--- src/shared/pwm_pkg.sv ---
// What this block does
// - When the counter equals the latched period the output goes active and the counter restarts.
// - When the counter equals the latched width the output goes inactive for the rest of the period.
// - Period and width are buffered and copied to the comparators only at each period start and on every cycle while disabled.
// - Prescale select codes 0 to 7 divide the clock by 4, 8, 16, 32, 64, 128, 256 and 512.
// - Each period match sets the period flag and, with interrupts enabled, raises the request.
// - Software writing one to the period flag sets it at once and, with interrupts enabled, posts an interrupt.
// - Reading the control register while the period flag is one clears the flag.
// - With interrupts disabled no request is raised but the flag still updates for polling.
// - Writing one to the load bit restarts the period and reloads the comparators on the next tick, then the bit clears.
// - The read-only pin bit shows the present output level.
// - Polarity zero gives high at period start and low at width match; polarity one inverts both.
// - While disabled the prescaler is reset, the counter held at 0001, comparators loaded and idle, output at polarity level.
// - On enable a new period starts, the output goes active unless the period is zero, counting resumes and the flag is set if interrupts are enabled.
// - A period of zero never sets the output active.
// - A width above the period never returns the output inactive.
// - The counter can be read at any time without disturbing it.
// Purpose: Constants for the pulse-width modulator
// Assumes: APB, 32-bit data, word-aligned registers
// Notes:   Offsets are byte addresses
package pwm_pkg;
    localparam logic [11:0] PWM_OFF_CTRL   = 12'h000;
    localparam logic [11:0] PWM_OFF_PERIOD = 12'h004;
    localparam logic [11:0] PWM_OFF_WIDTH  = 12'h008;
    localparam logic [11:0] PWM_OFF_COUNT  = 12'h00c;
    localparam int PWM_BIT_IRQ  = 15;
    localparam int PWM_BIT_IEN  = 14;
    localparam int PWM_BIT_LOAD = 8;
    localparam int PWM_BIT_PIN  = 7;
    localparam int PWM_BIT_POL  = 5;
    localparam int PWM_BIT_EN   = 4;
    localparam logic [15:0] PWM_RST_REG   = 16'h0000;
    localparam logic [15:0] PWM_CNT_IDLE  = 16'h0001;
    localparam logic [8:0]  PWM_DIV_BASE  = 9'h004;
endpackage

--- src/shared/pwm_tick_if.sv ---
// Purpose: Prescaler control and tick between modulator and divider
// Assumes: Single clock domain
// Notes:   Tick is a one-cycle pulse
`timescale 1ns/1ps
`default_nettype none
interface pwm_tick_if;
    logic       run;
    logic [2:0] sel;
    logic       tick;
    modport ctl (output run, output sel, input tick);
    modport div (input run, input sel, output tick);
endinterface
`default_nettype wire

--- src/core/pwm_core.sv ---
// Purpose: Pulse-width modulator with APB registers
// Assumes: Single clock, APB slave with zero wait states
// Notes:   Flag sets win over the read-clear
//
// The implementer's own choices: the APB register port and the address map.
`timescale 1ns/1ps
`default_nettype none
module pwm_core #(
    parameter int W = 16
) (
    input  wire logic        clk_i,
    input  wire logic        rstn_i,
    input  wire logic        ce_i,
    input  wire logic        psel_i,
    input  wire logic        penable_i,
    input  wire logic        pwrite_i,
    input  wire logic [11:0] paddr_i,
    input  wire logic [31:0] pwdata_i,
    input  wire logic [3:0]  pstrb_i,
    output logic      [31:0] prdata_o,
    output logic             pready_o,
    output logic             pslverr_o,
    output logic             pwm_o,
    output logic             irq_o
);
    typedef struct packed {
        logic         irq;
        logic         ien;
        logic         load;
        logic         output_invert;
        logic         en;
        logic [2:0]   sel;
        logic [W-1:0] per_buf;
        logic [W-1:0] wid_buf;
        logic [W-1:0] per_cmp;
        logic [W-1:0] wid_cmp;
        logic [W-1:0] cnt;
        logic         act;
        logic [31:0]  rdata;
    } pwm_state_t;

    pwm_state_t st_r;
    pwm_state_t st_nxt;
    pwm_tick_if tk ();

    logic acc;
    logic wr;
    logic rd;
    logic setup_rd;
    logic hit;
    logic [15:0] ctrl_view;
    logic        per_hit;
    logic        wid_hit;
    logic        restart;
    logic        en_rise;
    logic        lvl;

    assign acc = psel_i && penable_i;
    assign wr  = acc && pwrite_i;
    assign rd  = acc && !pwrite_i;
    // Read data registered in setup so it stands through the access phase
    assign setup_rd = psel_i && !penable_i && !pwrite_i;
    assign hit = (paddr_i == pwm_pkg::PWM_OFF_CTRL) || (paddr_i == pwm_pkg::PWM_OFF_PERIOD)
              || (paddr_i == pwm_pkg::PWM_OFF_WIDTH) || (paddr_i == pwm_pkg::PWM_OFF_COUNT);
    assign pready_o  = 1'b1;
    assign pslverr_o = acc && !hit;

    // Output level is the internal active state, flipped by polarity
    assign lvl   = st_r.act ^ st_r.output_invert;
    assign pwm_o = lvl;
    assign irq_o = st_r.irq && st_r.ien;
    assign prdata_o = st_r.rdata;

    always_comb begin
        ctrl_view = 16'h0000;
        ctrl_view[pwm_pkg::PWM_BIT_IRQ]  = st_r.irq;
        ctrl_view[pwm_pkg::PWM_BIT_IEN]  = st_r.ien;
        ctrl_view[pwm_pkg::PWM_BIT_LOAD] = st_r.load;
        ctrl_view[pwm_pkg::PWM_BIT_PIN]  = lvl;
        ctrl_view[pwm_pkg::PWM_BIT_POL]  = st_r.output_invert;
        ctrl_view[pwm_pkg::PWM_BIT_EN]   = st_r.en;
        ctrl_view[2:0] = st_r.sel;
    end

    assign tk.run = st_r.en;
    assign tk.sel = st_r.sel;

    pwm_prescaler u_div (
        .clk_i  (clk_i),
        .rstn_i (rstn_i),
        .ce_i   (ce_i),
        .tk     (tk)
    );

    // Comparators only look once the counter ticks
    assign per_hit = st_r.en && tk.tick && (st_r.cnt == st_r.per_cmp);
    assign wid_hit = st_r.en && tk.tick && (st_r.cnt == st_r.wid_cmp);
    assign restart = per_hit || (st_r.en && tk.tick && st_r.load);
    assign en_rise = wr && (paddr_i == pwm_pkg::PWM_OFF_CTRL) && pstrb_i[0]
                   && pwdata_i[pwm_pkg::PWM_BIT_EN] && !st_r.en;

    always_comb begin
        st_nxt = st_r;
        // Read-clear first so a same-cycle set wins
        // Clear only a flag the reader has actually seen
        if (rd && paddr_i == pwm_pkg::PWM_OFF_CTRL && st_r.rdata[pwm_pkg::PWM_BIT_IRQ]) begin
            st_nxt.irq = 1'b0;
        end
        if (setup_rd) begin
            unique case (paddr_i)
                pwm_pkg::PWM_OFF_CTRL:   st_nxt.rdata = {16'h0000, ctrl_view};
                pwm_pkg::PWM_OFF_PERIOD: st_nxt.rdata = 32'(st_r.per_buf);
                pwm_pkg::PWM_OFF_WIDTH:  st_nxt.rdata = 32'(st_r.wid_buf);
                pwm_pkg::PWM_OFF_COUNT:  st_nxt.rdata = 32'(st_r.cnt);
                default:                 st_nxt.rdata = 32'h0000_0000;
            endcase
        end
        if (wr) begin
            unique case (paddr_i)
                pwm_pkg::PWM_OFF_CTRL: begin
                    if (pstrb_i[1]) begin
                        st_nxt.ien = pwdata_i[pwm_pkg::PWM_BIT_IEN];
                        if (pwdata_i[pwm_pkg::PWM_BIT_IRQ]) begin
                            st_nxt.irq = 1'b1;
                        end
                        if (pwdata_i[pwm_pkg::PWM_BIT_LOAD]) begin
                            st_nxt.load = 1'b1;
                        end
                    end
                    if (pstrb_i[0]) begin
                        st_nxt.output_invert = pwdata_i[pwm_pkg::PWM_BIT_POL];
                        st_nxt.en  = pwdata_i[pwm_pkg::PWM_BIT_EN];
                        st_nxt.sel = pwdata_i[2:0];
                    end
                end
                pwm_pkg::PWM_OFF_PERIOD: begin
                    if (pstrb_i[0]) st_nxt.per_buf[7:0] = pwdata_i[7:0];
                    if (pstrb_i[1]) st_nxt.per_buf[W-1:8] = pwdata_i[W-1:8];
                end
                pwm_pkg::PWM_OFF_WIDTH: begin
                    if (pstrb_i[0]) st_nxt.wid_buf[7:0] = pwdata_i[7:0];
                    if (pstrb_i[1]) st_nxt.wid_buf[W-1:8] = pwdata_i[W-1:8];
                end
                default: begin
                end
            endcase
        end
        if (!st_r.en) begin
            st_nxt.cnt     = W'(pwm_pkg::PWM_CNT_IDLE);
            st_nxt.per_cmp = st_r.per_buf;
            st_nxt.wid_cmp = st_r.wid_buf;
            st_nxt.act     = 1'b0;
            st_nxt.load    = 1'b0;
            if (en_rise) begin
                // Enable starts a period with output active unless the buffered period is zero
                st_nxt.act = (st_r.per_buf != '0);
                if (st_nxt.ien) begin
                    st_nxt.irq = 1'b1;
                end
            end
        end else if (restart) begin
            st_nxt.cnt     = W'(pwm_pkg::PWM_CNT_IDLE);
            st_nxt.per_cmp = st_r.per_buf;
            st_nxt.wid_cmp = st_r.wid_buf;
            st_nxt.act     = (st_r.per_buf != '0);
            st_nxt.load    = 1'b0;
            if (per_hit) begin
                st_nxt.irq = 1'b1;
            end
        end else if (tk.tick) begin
            st_nxt.cnt = st_r.cnt + W'(1);
            if (wid_hit) begin
                st_nxt.act = 1'b0;
            end
        end
    end

    always_ff @(posedge clk_i or negedge rstn_i) begin
        if (!rstn_i) begin
            st_r     <= '0;
            st_r.cnt <= W'(pwm_pkg::PWM_CNT_IDLE);
        end else if (ce_i) begin
            st_r <= st_nxt;
        end
    end
endmodule
`default_nettype wire

--- src/core/pwm_prescaler.sv ---
// Purpose: Divides the clock by 4 to 512 into a tick pulse
// Assumes: Run low clears the divider
// Notes:   Tick lands on the last cycle of each divided period
`timescale 1ns/1ps
`default_nettype none
module pwm_prescaler (
    input  wire logic  clk_i,
    input  wire logic  rstn_i,
    input  wire logic  ce_i,
    pwm_tick_if.div    tk
);
    typedef struct packed {
        logic [8:0] cnt;
    } pwm_div_t;
    pwm_div_t st_r;
    pwm_div_t st_nxt;
    logic [8:0] limit;

    // Widened so that divide by 512 does not wrap before the subtraction
    assign limit = 9'((10'(pwm_pkg::PWM_DIV_BASE) << tk.sel) - 10'h001);
    assign tk.tick = ce_i && tk.run && (st_r.cnt == limit);

    always_comb begin
        st_nxt = st_r;
        if (!tk.run) begin
            st_nxt.cnt = '0;
        end else if (tk.tick) begin
            st_nxt.cnt = '0;
        end else begin
            st_nxt.cnt = st_r.cnt + 9'h001;
        end
    end

    always_ff @(posedge clk_i or negedge rstn_i) begin
        if (!rstn_i) begin
            st_r <= '0;
        end else if (ce_i) begin
            st_r <= st_nxt;
        end
    end
endmodule
`default_nettype wire

--- config.mk ---
export PLATFORM = sky130hd
export DESIGN_NAME = pwm_core
export DESIGN_NICKNAME = d
export VERILOG_FILES = /design/src/shared/pwm_pkg.sv /design/src/shared/pwm_tick_if.sv /design/src/core/pwm_core.sv /design/src/core/pwm_prescaler.sv
export SDC_FILE = /design/constraint.sdc
export NUM_CORES = 1
export LEC_CHECK = 0
export BUFFER_PORTS_ARGS = -buffer_cell sky130_fd_sc_hd__buf_4
export CAP_MARGIN = 5
export CORE_MARGIN = 2
export CORE_UTILIZATION = 45
export CTS_BUF_LIST = sky130_fd_sc_hd__clkbuf_4 sky130_fd_sc_hd__clkbuf_8
export DETAILED_ROUTE_END_ITERATION = 6
export PLACE_DENSITY = 0.69
export SLEW_MARGIN = 20
export SYNTH_ARGS = -nofsm -noshare
export SYNTH_HDL_FRONTEND = slang
export SYNTH_SLANG_ARGS = --single-unit
--- constraint.sdc ---
create_clock -name clk_i -period 3 [get_ports clk_i]
set_clock_uncertainty 0.05 [all_clocks]
set_input_delay 0.9 -clock clk_i [delete_from_list [all_inputs] [get_ports clk_i]]
set_output_delay 0.9 -clock clk_i [all_outputs]
set_load 0.02 [all_outputs]
Word-level counts from Yosys, hierarchy flattened
Cells that the tools add are included.

storage, ports and cells
  memories kept = 0
  bits in registers = 130
  bits in latches = 0
  output and inout bits = 36
  bits of input ports = 54
  RAM bits = 0
  bits in read-only memories = 0

operators by class
  shifts and indexed selects = 1
  add/subtract/negate cells = 3
  magnitude comparators = 0
  equality and inequality tests = 13
  multipliers = 0
  reduce and logical (&&, ||, !) cells = 39
  divide/modulo/power cells = 0
  bitwise gates (word level) = 1
  muxes and demuxes = 29

operator list
  cell                     count
  $pmux W16 S4             1
  $mux W49                 1
  $mux W40                 1
  $mux W8                  5
  $mux W17                 2
  $eq A16 B16 Y1           2
  $mux W16                 2
  $mux W32                 1
  $eq A12 B4 Y1 const B    2
  $reduce_and A4 Y1        5
  $logic_and A1 B1 Y1      19
  $mux W9                  2
  $add A16 B1 Y16 const B  1
  $reduce_bool A16 Y1      1
  $eq A12 B3 Y1 const B    1
  $logic_not A12 Y1        1
  $mux W1                  12
  $ne A3 B1 Y1 const B     4
  $add A9 B1 Y9 const B    1
  $eq A9 B9 Y1             1
  $shl A3 B3 Y9 const A    1
  $sub A9 B1 Y9 const B    1
  $ne A3 B2 Y1 const B     2
  $reduce_and A2 Y1        3
  8 further kinds          14

Depth between registers and ports, before layout
Gate-level depths: netlist of the first run.

  word-level depth = 12
  depth in mapped cells = 13

Hierarchy
From an unflattened synthesis of the first run, not the netlist that was laid out.

unflattened totals
  cell total of the unflattened synthesis = 546
  area, all modules = 6,072.1 um^2

by module, submodules not included
  module         times used  area an instance (um^2)  cells each
  pwm_core       1           5,378.9                  460
  pwm_prescaler  1           693.2                    86

Worst setup path after synthesis of the first run
Ideal clock, no wire load.

  kind = register to register
  from = reg st_r, in the netlist tk.sel[2]
  to = reg st_r[58] (netlist bit)
  period minus slack after synthesis = 3,151 ps
  setup time = 125 ps
  path buffers = 3
  required time = 2,825 ps
  stages on the path, launching flop included = 12
  setup slack = -151 ps
  arrival = 2,976 ps
  cell sequence = dfrtp_1 -> or3_1 -> ha_1 -> buf_2 -> o21ba_1 -> o311a_4 -> a2111oi_4 -> nand3_2 -> a21o_1 -> buf_6 -> buf_6 -> mux2_4

on the way
  cells in the longest elaborated chain, start to end = 9
  elaborated cells on any way between the ends = 10
  those cells by class = add/sub (1); eq/ne (2); shift (1); reduce/logical (6)

RTL lines
  what                                    line                            text
  from (decl)                             pwm_core.sv:42                  pwm_state_t st_r;
  from (signal assigned)                  pwm_core.sv:183                 st_r <= st_nxt;
  $shl A3 B3 Y9 *                         pwm_prescaler.sv:20             assign limit = 9'((10'(pwm_pkg::PWM_DIV_BASE) << tk.sel) - 10'h001);
  $sub A9 B1 Y9 *                         pwm_prescaler.sv:20
  $eq A9 B9 Y1 *                          pwm_prescaler.sv:21             assign tk.tick = ce_i && tk.run && (st_r.cnt == limit);
  $logic_and A1 B1 Y1 *                   pwm_prescaler.sv:21
  $logic_and A1 B1 Y1 *                   pwm_core.sv:96, pwm_core.sv:98
  $logic_and A1 B1 Y1 (on tied branches)  pwm_core.sv:96, pwm_core.sv:98
  $logic_or A1 B1 Y1 *                    pwm_core.sv:98                  assign restart = per_hit || (st_r.en && tk.tick && st_r.load);
  $ne A2 B1 Y1 (no source line) *         n/a
  $reduce_and A2 Y1 (no source line) *    n/a

Mark *: on every way between the ends. The rest lies on a longest branch, timed or not.
A chain may end at the register's enable or synchronous reset.

Worst setup path after layout of the first run
  from = reg st_r, in the netlist tk.sel[0]
  to = reg st_r[63] (netlist bit)

The elaborated chain is that of the path after synthesis.

==> impl_metrics.yaml, run 1 <==
power_and_ir_drop:
  p_sw_w: 0.00102
  seq_power_share: 0.445
  power_density_nw_per_um2: 506
  ir_drop_v: 0.000331
  switching_share: 0.268
  intPower_w: 0.00278
  combPwrFrac: 0.124
  p_leak_nw: 3.41
  clkPwrFrac: 0.431
placed_design:
  dp_hpwl_mm: 11.0
  place.gp.congestion: 0.852
  io_buffers: 54
  placed_area_um2: 6850
job:
  maxCapViolations: 0
synthesis:
  synth_edf_count: 0
  synth_warnings: 0
  synth.distinct_cells: 62
  netlist_area_um2: 6270
  ys_seq_area_frac: 0.455
  async_flop_share: 1.00
  synth-seq-cells: 114
  avgSynthCellArea_um2: 11.2
  synth_flop_cell: "dfrtp_1"
  syn_inst: 561
layout:
  drive_gt1_frac: 0.375
  n_antenna_cell: 0
  mostFrequentLayoutCells: "113 x dfrtp_1, 91 x buf_4, 66 x mux2_2"
  nets: 681
  design_area_um2: 7500
  area_growth_pct: 19.5
  layout_commonest_cell: "dfrtp_1"
  fillerInstances: 1166
  fin_util: 0.544
timing:
  rsz0062_at_grt: "yes"
  max_freq_ghz: 0.332
  setup_slack_ns: -0.0139
  slew_violations: 0
  min_period_ns: 3.01
  max_slew_margin: 0.561
  hold_violations: 0
  finalCritPeriodShare: 1.00
  setup_viol: 5
  worst_pin_slew_ns: 0.658
detailed_routing:
  drc: 0
  vias: 4642
  routed_wl_mm: 15.8
  routedWlPerCell_um: 19.4
  drt_first_pass_iters: 5
  vias_per_cell: 5.68
  drt_iter0_drc: 366
  antenna_left: 0
setup_path:
  ff2ff_setup_slack_ns: -0.01
  crit_required_ns: 3.28
  crit_path_max_incr_delay_ns: 0.41
  cp-end-kind: "register"
  r2r-end: "st_r[63]"
  arrival_ns: 3.29
  rr_worst_depth: 11
  worst-setup-path-type: "reg2reg"
  reg2reg_from: "tk.sel[0]"
  startpoint_type: "register"
  crit_fanout: 7
  path_cells: "or3_4, ha_4, buf_8, xnor2_4, mux2i_4, a2111oi_4, buf_4, nand3_4, a21o_4, clkbuf_16, mux2_4"
  crit_slowest_cell: "or3_4"
clock_network:
  path_clk_slew_ns: 0.07
  ctsLongestPathBuffers: 2
  root_buffer: "clkbuf_8"
  cts_sinks: 114
  cts_tree: "done"
  htree_levels: 4
  clock_latency_ns: 0.44
  numCtsBuffers: 17
  holdBufCountCts: 0
global_route:
  grt_overflow: 0
  grt_use_total: 0.216
  grt_pass1_wl_mm: 24.6
  grt_pass1_vias: 4597
  grt_antenna_before_repair: 0
  grt_max_degree: 115
outcome:
  status: "finished with violations"
  violations: "negative setup slack"
die:
  die_area_um2: 14900
  pin_count: 90
  rows: 43
  core_um2: 13800
  fp.dieW_um: 122
  start_util: 0.455
  die_h_um: 122
worst_hold_path:
  hp-class: "in2async"
-- area by class of cell --
cell class                 instances  area [µm²]  area share
multi-input combinational        382        3100       0.413
sequential                       114        2850       0.381
timing repair buffer              99         831       0.111
clock buffer                      21         277      0.0369
tap                              180         225      0.0300
clock inverter                    11         176      0.0235
inverter                          10        37.5     0.00501
-- per-stage QoR --
stage | power (W) | setup slack [ns] | hold slack, ns | instances | setup TNS, ns
6_report | 0.00380 | -0.0139 | 0.424 | 817 | -0.0354
2_1_floorplan | 0.00198 | 0.000655 | 0.400 | 576 | 0
4_1_cts | 0.00376 | -0.000537 | 0.434 | 811 | -0.000537
3_3_place_gp | 0.00212 | 0.0757 | 0.416 | 778 | 0
3_5_place_dp | 0.00213 | -0.0288 | 0.417 | 778 | -0.0288
5_1_grt | 0.00395 | -0.0838 | 0.465 | 817 | -1.81
-- logic make-up (layout without fill, tap and decap cells) --
logic type               count (synthesis)  after routing  synth area share
AO/OA/AOI/OAI                           93             93             0.106
XOR/XNOR                                39             39            0.0545
adder cells (fa/ha/maj)                  3              3           0.00599
buffers and inverters                   80            141            0.0752
flip-flops                             114            114             0.455
multiplexers                            88             88             0.179
other                                    2             17           0.00120
AND/OR/NAND/NOR                        142            142             0.123
-- sequential cells by signal (all words and copies together), names as in the netlist --
name and count:
st_r 81, prdata_o 16, tk.sel 3, tk.run 1, ctrl_view 4, u_div.st_r 9
-- cells in the mapped netlist (2+ instances only) --
cell	count	area, µm²
o21ai_0	18	90.1
a22oi_1	7	52.6
and2_1	2	12.5
nand2b_1	3	18.8
clkbuf_1	25	93.8
nand4_1	16	100
nand3_1	13	65.1
conb_1	2	7.51
or3_1	4	25.0
a211oi_1	2	15.0
o31ai_1	17	128
nand2_1	43	161
nor2b_1	2	12.5
nor4_1	10	62.6
dfrtp_1	113	2830
buf_2	5	25.0
mux2_2	66	743
mux2_4	9	135
a21o_1	2	15.0
a21oi_1	19	95.1
nor3_1	3	15.0
nor4_2	2	25.0
o2bb2ai_1	3	26.3
a21oi_2	2	17.5
o22ai_1	4	25.0
xnor2_1	36	315
buf_4	36	270
mux2i_1	4	40.0
nor2_1	18	67.6
ha_1	3	37.5
nand3b_1	3	22.5
o21a_1	3	22.5
inv_1	10	37.5
and3_1	2	12.5
o211ai_1	3	22.5
buf_6	4	45.0
xor2_1	3	26.3
mux4_2	9	203
and4_1	3	26.3
or4_1	10	75.1
-- worst max-delay path, delay by kind of cell, from the launching register on --
| kind | cells | cell delay [ns] |
|---|---|---|
| and+or+nand+nor | 2 | 0.50 |
| DFF | 1 | 0.38 |
| xor gates and xnor gates | 1 | 0.13 |
| muxes | 2 | 0.50 |
| buffers and inverters | 3 | 0.50 |
| AOI/OAI and AO/OA | 2 | 0.66 |
| adders and majority gates | 1 | 0.18 |
-- repair_timing --
action / 4_1_cts / 5_1_grt
cloned: 0 / 3
hold endpoints to repair: 0 / 0
buffers inserted: 1 / 3
pin swaps: 1 / 7
setup endpoints to repair: 9 / 51
resized for setup: 2 / 16
-- layer usage --
metal  GRT usage  vias up  share of wire
li1            -     2124              -
met1       0.291     2344           0.44
met2       0.344      147           0.50
met3      0.0529       27          0.052
met4      0.0690        0          0.014
met5           0        -              0
-- how the worst max path moves through the flow --
stage | from | cells after the start | to | slack [ns]
2_1_floorplan | tk.sel[0] | 11 | st_r[58] | 0.0007
3_3_place_gp | tk.sel[0] | 9 | st_r[44] | 0.08
3_5_place_dp | tk.sel[0] | 9 | st_r[46] | -0.03
4_1_cts | tk.sel[0] | 10 | st_r[60] | -0.0005
5_1_grt | tk.sel[1] | 11 | st_r[60] | -0.08
6_report | tk.sel[0] | 11 | st_r[63] | -0.01
-- power groups by stage --
stage	Combinational (W)	Clock, W	Sequential [W]
floorplan	0.000300	0	0.00168
global placement	0.000414	0	0.00170
detailed placement	0.000425	0	0.00171
CTS	0.000430	0.00165	0.00168
global route	0.000516	0.00174	0.00169
finish	0.000472	0.00164	0.00169
No activity file was read; power rests on OpenSTA's default activity.
==> run 2, diff against run 1 <==
- SYNTH_HIERARCHICAL: not set -> 1
==> run 2 against run 1 <==
Effect of this change: the run now ends clean; die area shrank 3.1%; count of clock-buffer cells in the layout grew 2; critical path type unchanged; largest cell class is now registers; area after synthesis shrank 3.2%; flip-flop and latch count is the same; sequential share of layout area grew 2.5 points; critical path depth shrank 1; via count shrank 8.6%; global-route usage shrank 2.7 points.
==> impl_metrics.yaml, run 2 <==
power_and_ir_drop:
  intPower_w: 0.00252
  seq_power_share: 0.475
  ir_drop_v: 0.000249
  p_leak_nw: 3.42
  switching_share: 0.225
  combPwrFrac: 0.059
  power_density_nw_per_um2: 462
  clkPwrFrac: 0.466
  p_total_w: 0.00326
  p_sw_w: 0.000731
die:
  pin_count: 90
  die_h_um: 120
  die_area_um2: 14400
  start_util: 0.460
  rows: 42
  fp.dieW_um: 120
  core_um2: 13200
timing:
  finalCritPeriodShare: 0.985
  fin_setup_tns_ns: 0
  slew_violations: 0
  setup_viol: 0
  min_period_ns: 2.96
  hold_violations: 0
  max_slew_margin: 0.626
  whs_ns: 0.371
  worst_pin_slew_ns: 0.560
  max_freq_ghz: 0.338
detailed_routing:
  drc: 0
  drt_first_pass_iters: 4
  drt_iter0_drc: 323
  vias_per_cell: 5.42
  routed_wl_mm: 13.4
  dr_wl_met2_mm: 6.41
  wl_met3_um: 997
  m1WireLength_mm: 5.83
  vias: 4242
  antenna_left: 0
  top_layer_used: "met4"
  routedWlPerCell_um: 17.2
setup_path:
  crit_required_ns: 3.26
  cp-end-kind: "register"
  crit_slowest_cell: "dfrtp_1"
  crit_fanout: 12
  startpoint_type: "register"
  arrival_ns: 3.22
  crit_path_max_incr_delay_ns: 0.48
  path_cells: "inv_1, a2111oi_0, a21oi_1, nor4_4, buf_4, nand4_1, o31ai_4, buf_6, clkbuf_16, mux2_1"
  worst-setup-path-type: "reg2reg"
synthesis:
  synth_flop_cell: "dfrtp_1"
  yosys.area_share.simple: 0.130
  netlist_area_um2: 6070
  synth.distinct_cells: 49
  synthTopCellsByArea: "dfrtp_1 47%, mux2_2 8.5%, mux2_1 5.9%, xor2_1 4.9%, buf_4 4.3%"
  avgSynthCellArea_um2: 11.1
  synth_top_family_by_area: "multiplexers"
  synth_top_area_frac: 0.466
  syn_inst: 546
  synth_xor_area_frac: 0.0692
  ys_seq_area_frac: 0.470
  synth-seq-cells: 114
  synth_mux_area_frac: 0.185
  async_flop_share: 1.00
  synth_edf_count: 0
  synth_common_cells: "113 x dfrtp_1, 46 x mux2_2, 43 x nand2_1"
  yosysTopAreaCell: "dfrtp_1"
  synth_compound_area_frac: 0.0653
  synth_warnings: 6
  synthAdderAreaFrac: 0.00412
  synth_most_common_cell: "dfrtp_1"
clock_network:
  clock_latency_ns: 0.43
  cts_tree: "done"
  path_clk_slew_ns: 0.07
  cts_sinks: 114
  htree_levels: 4
  numCtsBuffers: 17
  ctsLongestPathBuffers: 2
  root_buffer: "clkbuf_8"
placed_design:
  dp_hpwl_mm: 9.30
  place.gp.congestion: 0.838
  io_buffers: 54
  placed_area_um2: 6490
global_route:
  grt_overflow: 0
  grt_max_degree: 75
  grt_pass1_wl_mm: 21.0
  grt_use_total: 0.189
  grt_pass1_vias: 3965
  grt_antenna_before_repair: 0
layout:
  layout_commonest_cell: "dfrtp_1"
  fin_util: 0.534
  area_growth_pct: 16.0
  mostFrequentLayoutCells: "110 x dfrtp_1, 74 x buf_4, 46 x mux2_2"
  largest_register_ffs: 81
  design_area_um2: 7040
  largest_register: "st_r"
  n_antenna_cell: 0
  nets: 650
  drive_gt1_frac: 0.297
outcome:
  status: "complete, no violations"
job:
  maxCapViolations: 0
worst_hold_path:
  hp-class: "in2async"
==> run 2: routing by layer <==
metal / GRT usage / vias to the layer above
li1: - / 1978
met1: 0.257 / 2092
met2: 0.294 / 152
met3: 0.0523 / 20
met4: 0.0610 / 0
met5: 0 / -
==> run 2: through the flow <==
step | setup slack (ns) | instances
2_1_floorplan | 0.113 | 561
3_3_place_gp | 0.0896 | 742
3_5_place_dp | 0.0443 | 742
4_1_cts | 0.0281 | 774
5_1_grt | -0.0348 | 783
6_report | 0.0442 | 783
==> run 2: timing repair <==
item	CTS	global route
endpoints found under the setup margin	0	35
setup buffers	0	6
hold buffers	0	0
gates resized for setup	0	7
==> run 2: kinds of logic (layout without fill, tap and decap cells) <==
| kind of cell | after synthesis | count (layout) |
|---|---|---|
| buffers and inverters | 76 | 122 |
| XOR/XNOR | 48 | 48 |
| AO/OA/AOI/OAI | 55 | 55 |
| AND/OR/NAND/NOR | 158 | 158 |
| other | 2 | 17 |
| flip-flops | 114 | 114 |
| multiplexers | 91 | 91 |
| adder cells (fa/ha/maj) | 2 | 2 |
==> run 2: area by class of cell <==
type                    count  area (µm²)
clock inverters             9         129
well taps                 176         220
repair buffers             81         673
fillers                  1141        6150
clock buffers              23         298
inverters                   9        33.8
flip-flops and latches    114        2860
multi-input cells         371        2830
==> run 2: critical path, delay by kind of cell, from the launching register on <==
family / cells / cell delay (ns)
buf+inv: 4 / 0.57
flops: 1 / 0.48
mux: 1 / 0.33
simple gates: 2 / 0.47
compound gates: 3 / 0.93
==> run 2: power by group through the flow <==
stage,registers [W],clock network (W),logic (W)
floorplan,0.00157,0,0.000110
global placement,0.00157,0,0.000177
detailed placement,0.00157,0,0.000180
CTS,0.00155,0.00155,0.000181
global route,0.00154,0.00161,0.000211
finish,0.00155,0.00152,0.000191
==> run 2: path summary, 6_finish.rpt <==
kind / from / to / slack, ns / cells after the start
setup / recovery: u_div/st_r[3] / st_r[65] / 0.04 / 10
min in group clk_i: prdata_o[7] / prdata_o[7] / 0.43 / 2
hold reg to reg: prdata_o[7] / prdata_o[7] / 0.43 / 2
hold / removal: rstn_i / st_r[102] / 0.37 / 1
setup reg to reg: u_div/st_r[3] / st_r[65] / 0.04 / 10
max in group asynchronous: rstn_i / st_r[33] / 1.75 / 2
==> run 3, diff against run 2 <==
- ABC_AREA: not set -> 1
- PLACE_DENSITY: 0.69 -> 0.68
==> run 3 against run 2 <==
Effect of this change: area after synthesis increased by 9.5%; cell area increased by 5.9%; non-clock buffer count decreased by 11; maximum frequency increased by 8.2%; combinational power increased by 3%; critical path depth increased by 9; final cell count increased by 40%; largest cell class is now multi-input gates; first-iteration DRC count increased by 9.3%; die area increased by 9.2%; setup slack improved by 0.22 ns; register-to-register slack improved by 0.22 ns; clock power decreased by 7%.
==> impl_metrics.yaml, run 3 <==
die:
  pin_count: 90
  die_h_um: 126
  rows: 44
  core_um2: 14500
  start_util: 0.459
  die_area_um2: 15800
  fp.dieW_um: 126
synthesis:
  synth-seq-cells: 114
  async_flop_share: 1.00
  yosysTopAreaCell: "dfrtp_1"
  synth_common_cells: "228 x nand2_1, 113 x dfrtp_1, 107 x inv_1"
  synth_top_area_frac: 0.425
  synth_edf_count: 0
  synth_most_common_cell: "nand2_1"
  synth.distinct_cells: 39
  avgSynthCellArea_um2: 7.77
  ys_seq_area_frac: 0.429
  netlist_area_um2: 6650
  synthTopCellsByArea: "dfrtp_1 43%, nand2_1 13%, o21ai_2 6.5%, inv_1 6.0%, buf_4 4.3%"
  synth_flop_cell: "dfrtp_1"
  syn_inst: 856
  synth_warnings: 6
timing:
  fin_setup_tns_ns: 0
  rsz0062_at_grt: "no"
  min_period_ns: 2.73
  hold_violations: 0
  setup_viol: 0
  finalCritPeriodShare: 0.911
  max_freq_ghz: 0.366
  max_slew_margin: 0.602
  slew_violations: 0
  worst_pin_slew_ns: 0.591
layout:
  n_antenna_cell: 0
  layout_commonest_cell: "nand2_1"
  nets: 959
  mostFrequentLayoutCells: "228 x nand2_1, 113 x dfrtp_1, 107 x inv_1"
  largest_register: "st_r"
  area_growth_pct: 12.2
  drive_gt1_frac: 0.210
  largest_register_ffs: 81
  instances_no_fill: 1098
  design_area_um2: 7460
setup_path:
  path_cells: "inv_2, nand2_2, nand2_1, nor2_1, nand2_1, nor2_2, nand3_4, nor2_1, buf_4, nand2_1, nor2_1, nand3_1, nor2_2, nand3_2, nand2_4, nand2_8, buf_4, nand2_1, o21ai_2"
  worst-setup-path-type: "reg2reg"
  crit_required_ns: 3.26
  rr_worst_depth: 19
  crit_start: "tk.sel[2]"
  cp-end-kind: "register"
  reg2reg_from: "tk.sel[2]"
  crit_fanout: 22
  startpoint_type: "register"
  ff2ff_setup_slack_ns: 0.27
  crit_slowest_cell: "dfrtp_1"
  crit_path_max_incr_delay_ns: 0.52
  arrival_ns: 3.00
  r2r-end: "st_r[77]"
  crit_end: "st_r[77]"
  crit_family: "simple AND/OR/NAND/NOR gates"
  cp_common_cell: "nand2_1"
  crit_buf_inv: 3
  path_depth: 19
global_route:
  grt.met3_usage: 0.0377
  grt_use_total: 0.206
  met1_usage: 0.296
  grt_antenna_before_repair: 0
  top_usage_layer: "met2"
  grt_pass1_vias: 5357
  grt_pass1_wl_mm: 26.1
  grt_max_degree: 51
  grt_overflow: 0
  gr-usage-met2: 0.314
placed_design:
  dp.cells: 1068
  place.gp.congestion: 0.903
  dp_hpwl_mm: 11.4
  io_buffers: 54
  placed_area_um2: 7060
clock_network:
  post_cts_buffers: 0
  root_buffer: "clkbuf_8"
  cts_tree: "done"
  htree_levels: 4
  path_clk_slew_ns: 0.06
  cts_sinks: 114
  holdBufCountCts: 0
  cts-resized-gates: 0
  numCtsBuffers: 17
  ctsLongestPathBuffers: 2
  clock_latency_ns: 0.43
job:
  maxCapViolations: 0
worst_hold_path:
  hp-class: "in2async"
detailed_routing:
  vias_per_cell: 5.01
  routed_wl_mm: 15.3
  antenna_left: 0
  drt_iter0_drc: 353
  routedWlPerCell_um: 14.0
  drt_first_pass_iters: 5
  vias: 5497
  drc: 0
power_and_ir_drop:
  p_leak_nw: 3.66
  ir_drop_v: 0.000331
  p_total_w: 0.00317
  power_density_nw_per_um2: 425
outcome:
  status: "complete, no violations"
run 3: cell count changes after synthesis, sizes merged, moves of 13 or more:
cell    before  now
clkbuf      17    2
mux2        78    0
nand3       13   47
o31ai       13    0
o22ai        0   21
nand2       43  237
nor2        39   78
xor2        34   18
o21ai       16  106
inv          9  121
run 3: layout make-up:
class / count / area [µm²]
clock buffers: 26 / 352
clock inverters: 4 / 45.0
fillers: 1394 / 7020
inverters: 123 / 462
multi-input cells: 577 / 2950
flip-flops and latches: 114 / 2850
well taps: 184 / 230
repair buffers: 70 / 563
run 3: logic make-up (layout without fill, tap and decap cells):
group | count (synthesis) | after routing | synth area share
AO/OA/AOI/OAI | 135 | 135 | 0.134
AND/OR/NAND/NOR | 398 | 398 | 0.264
adder cells (fa/ha/maj) | 2 | 2 | 0.00376
flip-flops | 114 | 114 | 0.429
other | 2 | 17 | 0.00113
buffers and inverters | 180 | 223 | 0.135
XOR/XNOR | 25 | 25 | 0.0329
run 3: through the flow:
step | hold WS [ns] | util | worst slack (ns)
after detailed placement | 0.418 | 0.488 | 0.291
final | 0.404 | 0.515 | 0.268
after floorplan | 0.400 | - | 0.411
after CTS | 0.408 | 0.515 | 0.273
after global routing | 0.438 | 0.515 | 0.0115
after global placement | 0.415 | 0.488 | 0.334
run 3: layer usage:
metal,share of wire,wire length (µm)
met3,0.050,765
met5,0,0
met4,0.020,312
met1,0.48,7370
met2,0.45,6910
run 3: worst min path at each step:
| stage | cells past startpoint | endpoint | slack [ns] | from |
|---|---|---|---|---|
| finish | 1 | prdata_o[3] | 0.40 | rstn_i |
| global route | 1 | prdata_o[3] | 0.44 | rstn_i |
| CTS | 1 | prdata_o[3] | 0.41 | rstn_i |
| detailed placement | 2 | prdata_o[1] | 0.42 | prdata_o[1] |
| global placement | 2 | prdata_o[14] | 0.42 | prdata_o[14] |
| floorplan | 2 | prdata_o[10] | 0.40 | prdata_o[10] |
run 3: power breakdown:
part / internal, W / total [W] / switching (W) / leakage (nW)
registers: 0.00154 / 0.00155 / 0.00000460 / 1.58
logic: 0.0000634 / 0.000197 / 0.000134 / 1.86
clock network: 0.000829 / 0.00142 / 0.000592 / 0.210
run 3: worst register-to-register path: cells and delay by family (launching register included):
family | cells | cell delay (ns)
AO/OA/AOI/OAI | 1 | 0.06
buffers and inverters | 3 | 0.50
flip-flops | 1 | 0.52
AND/OR/NAND/NOR | 15 | 1.49
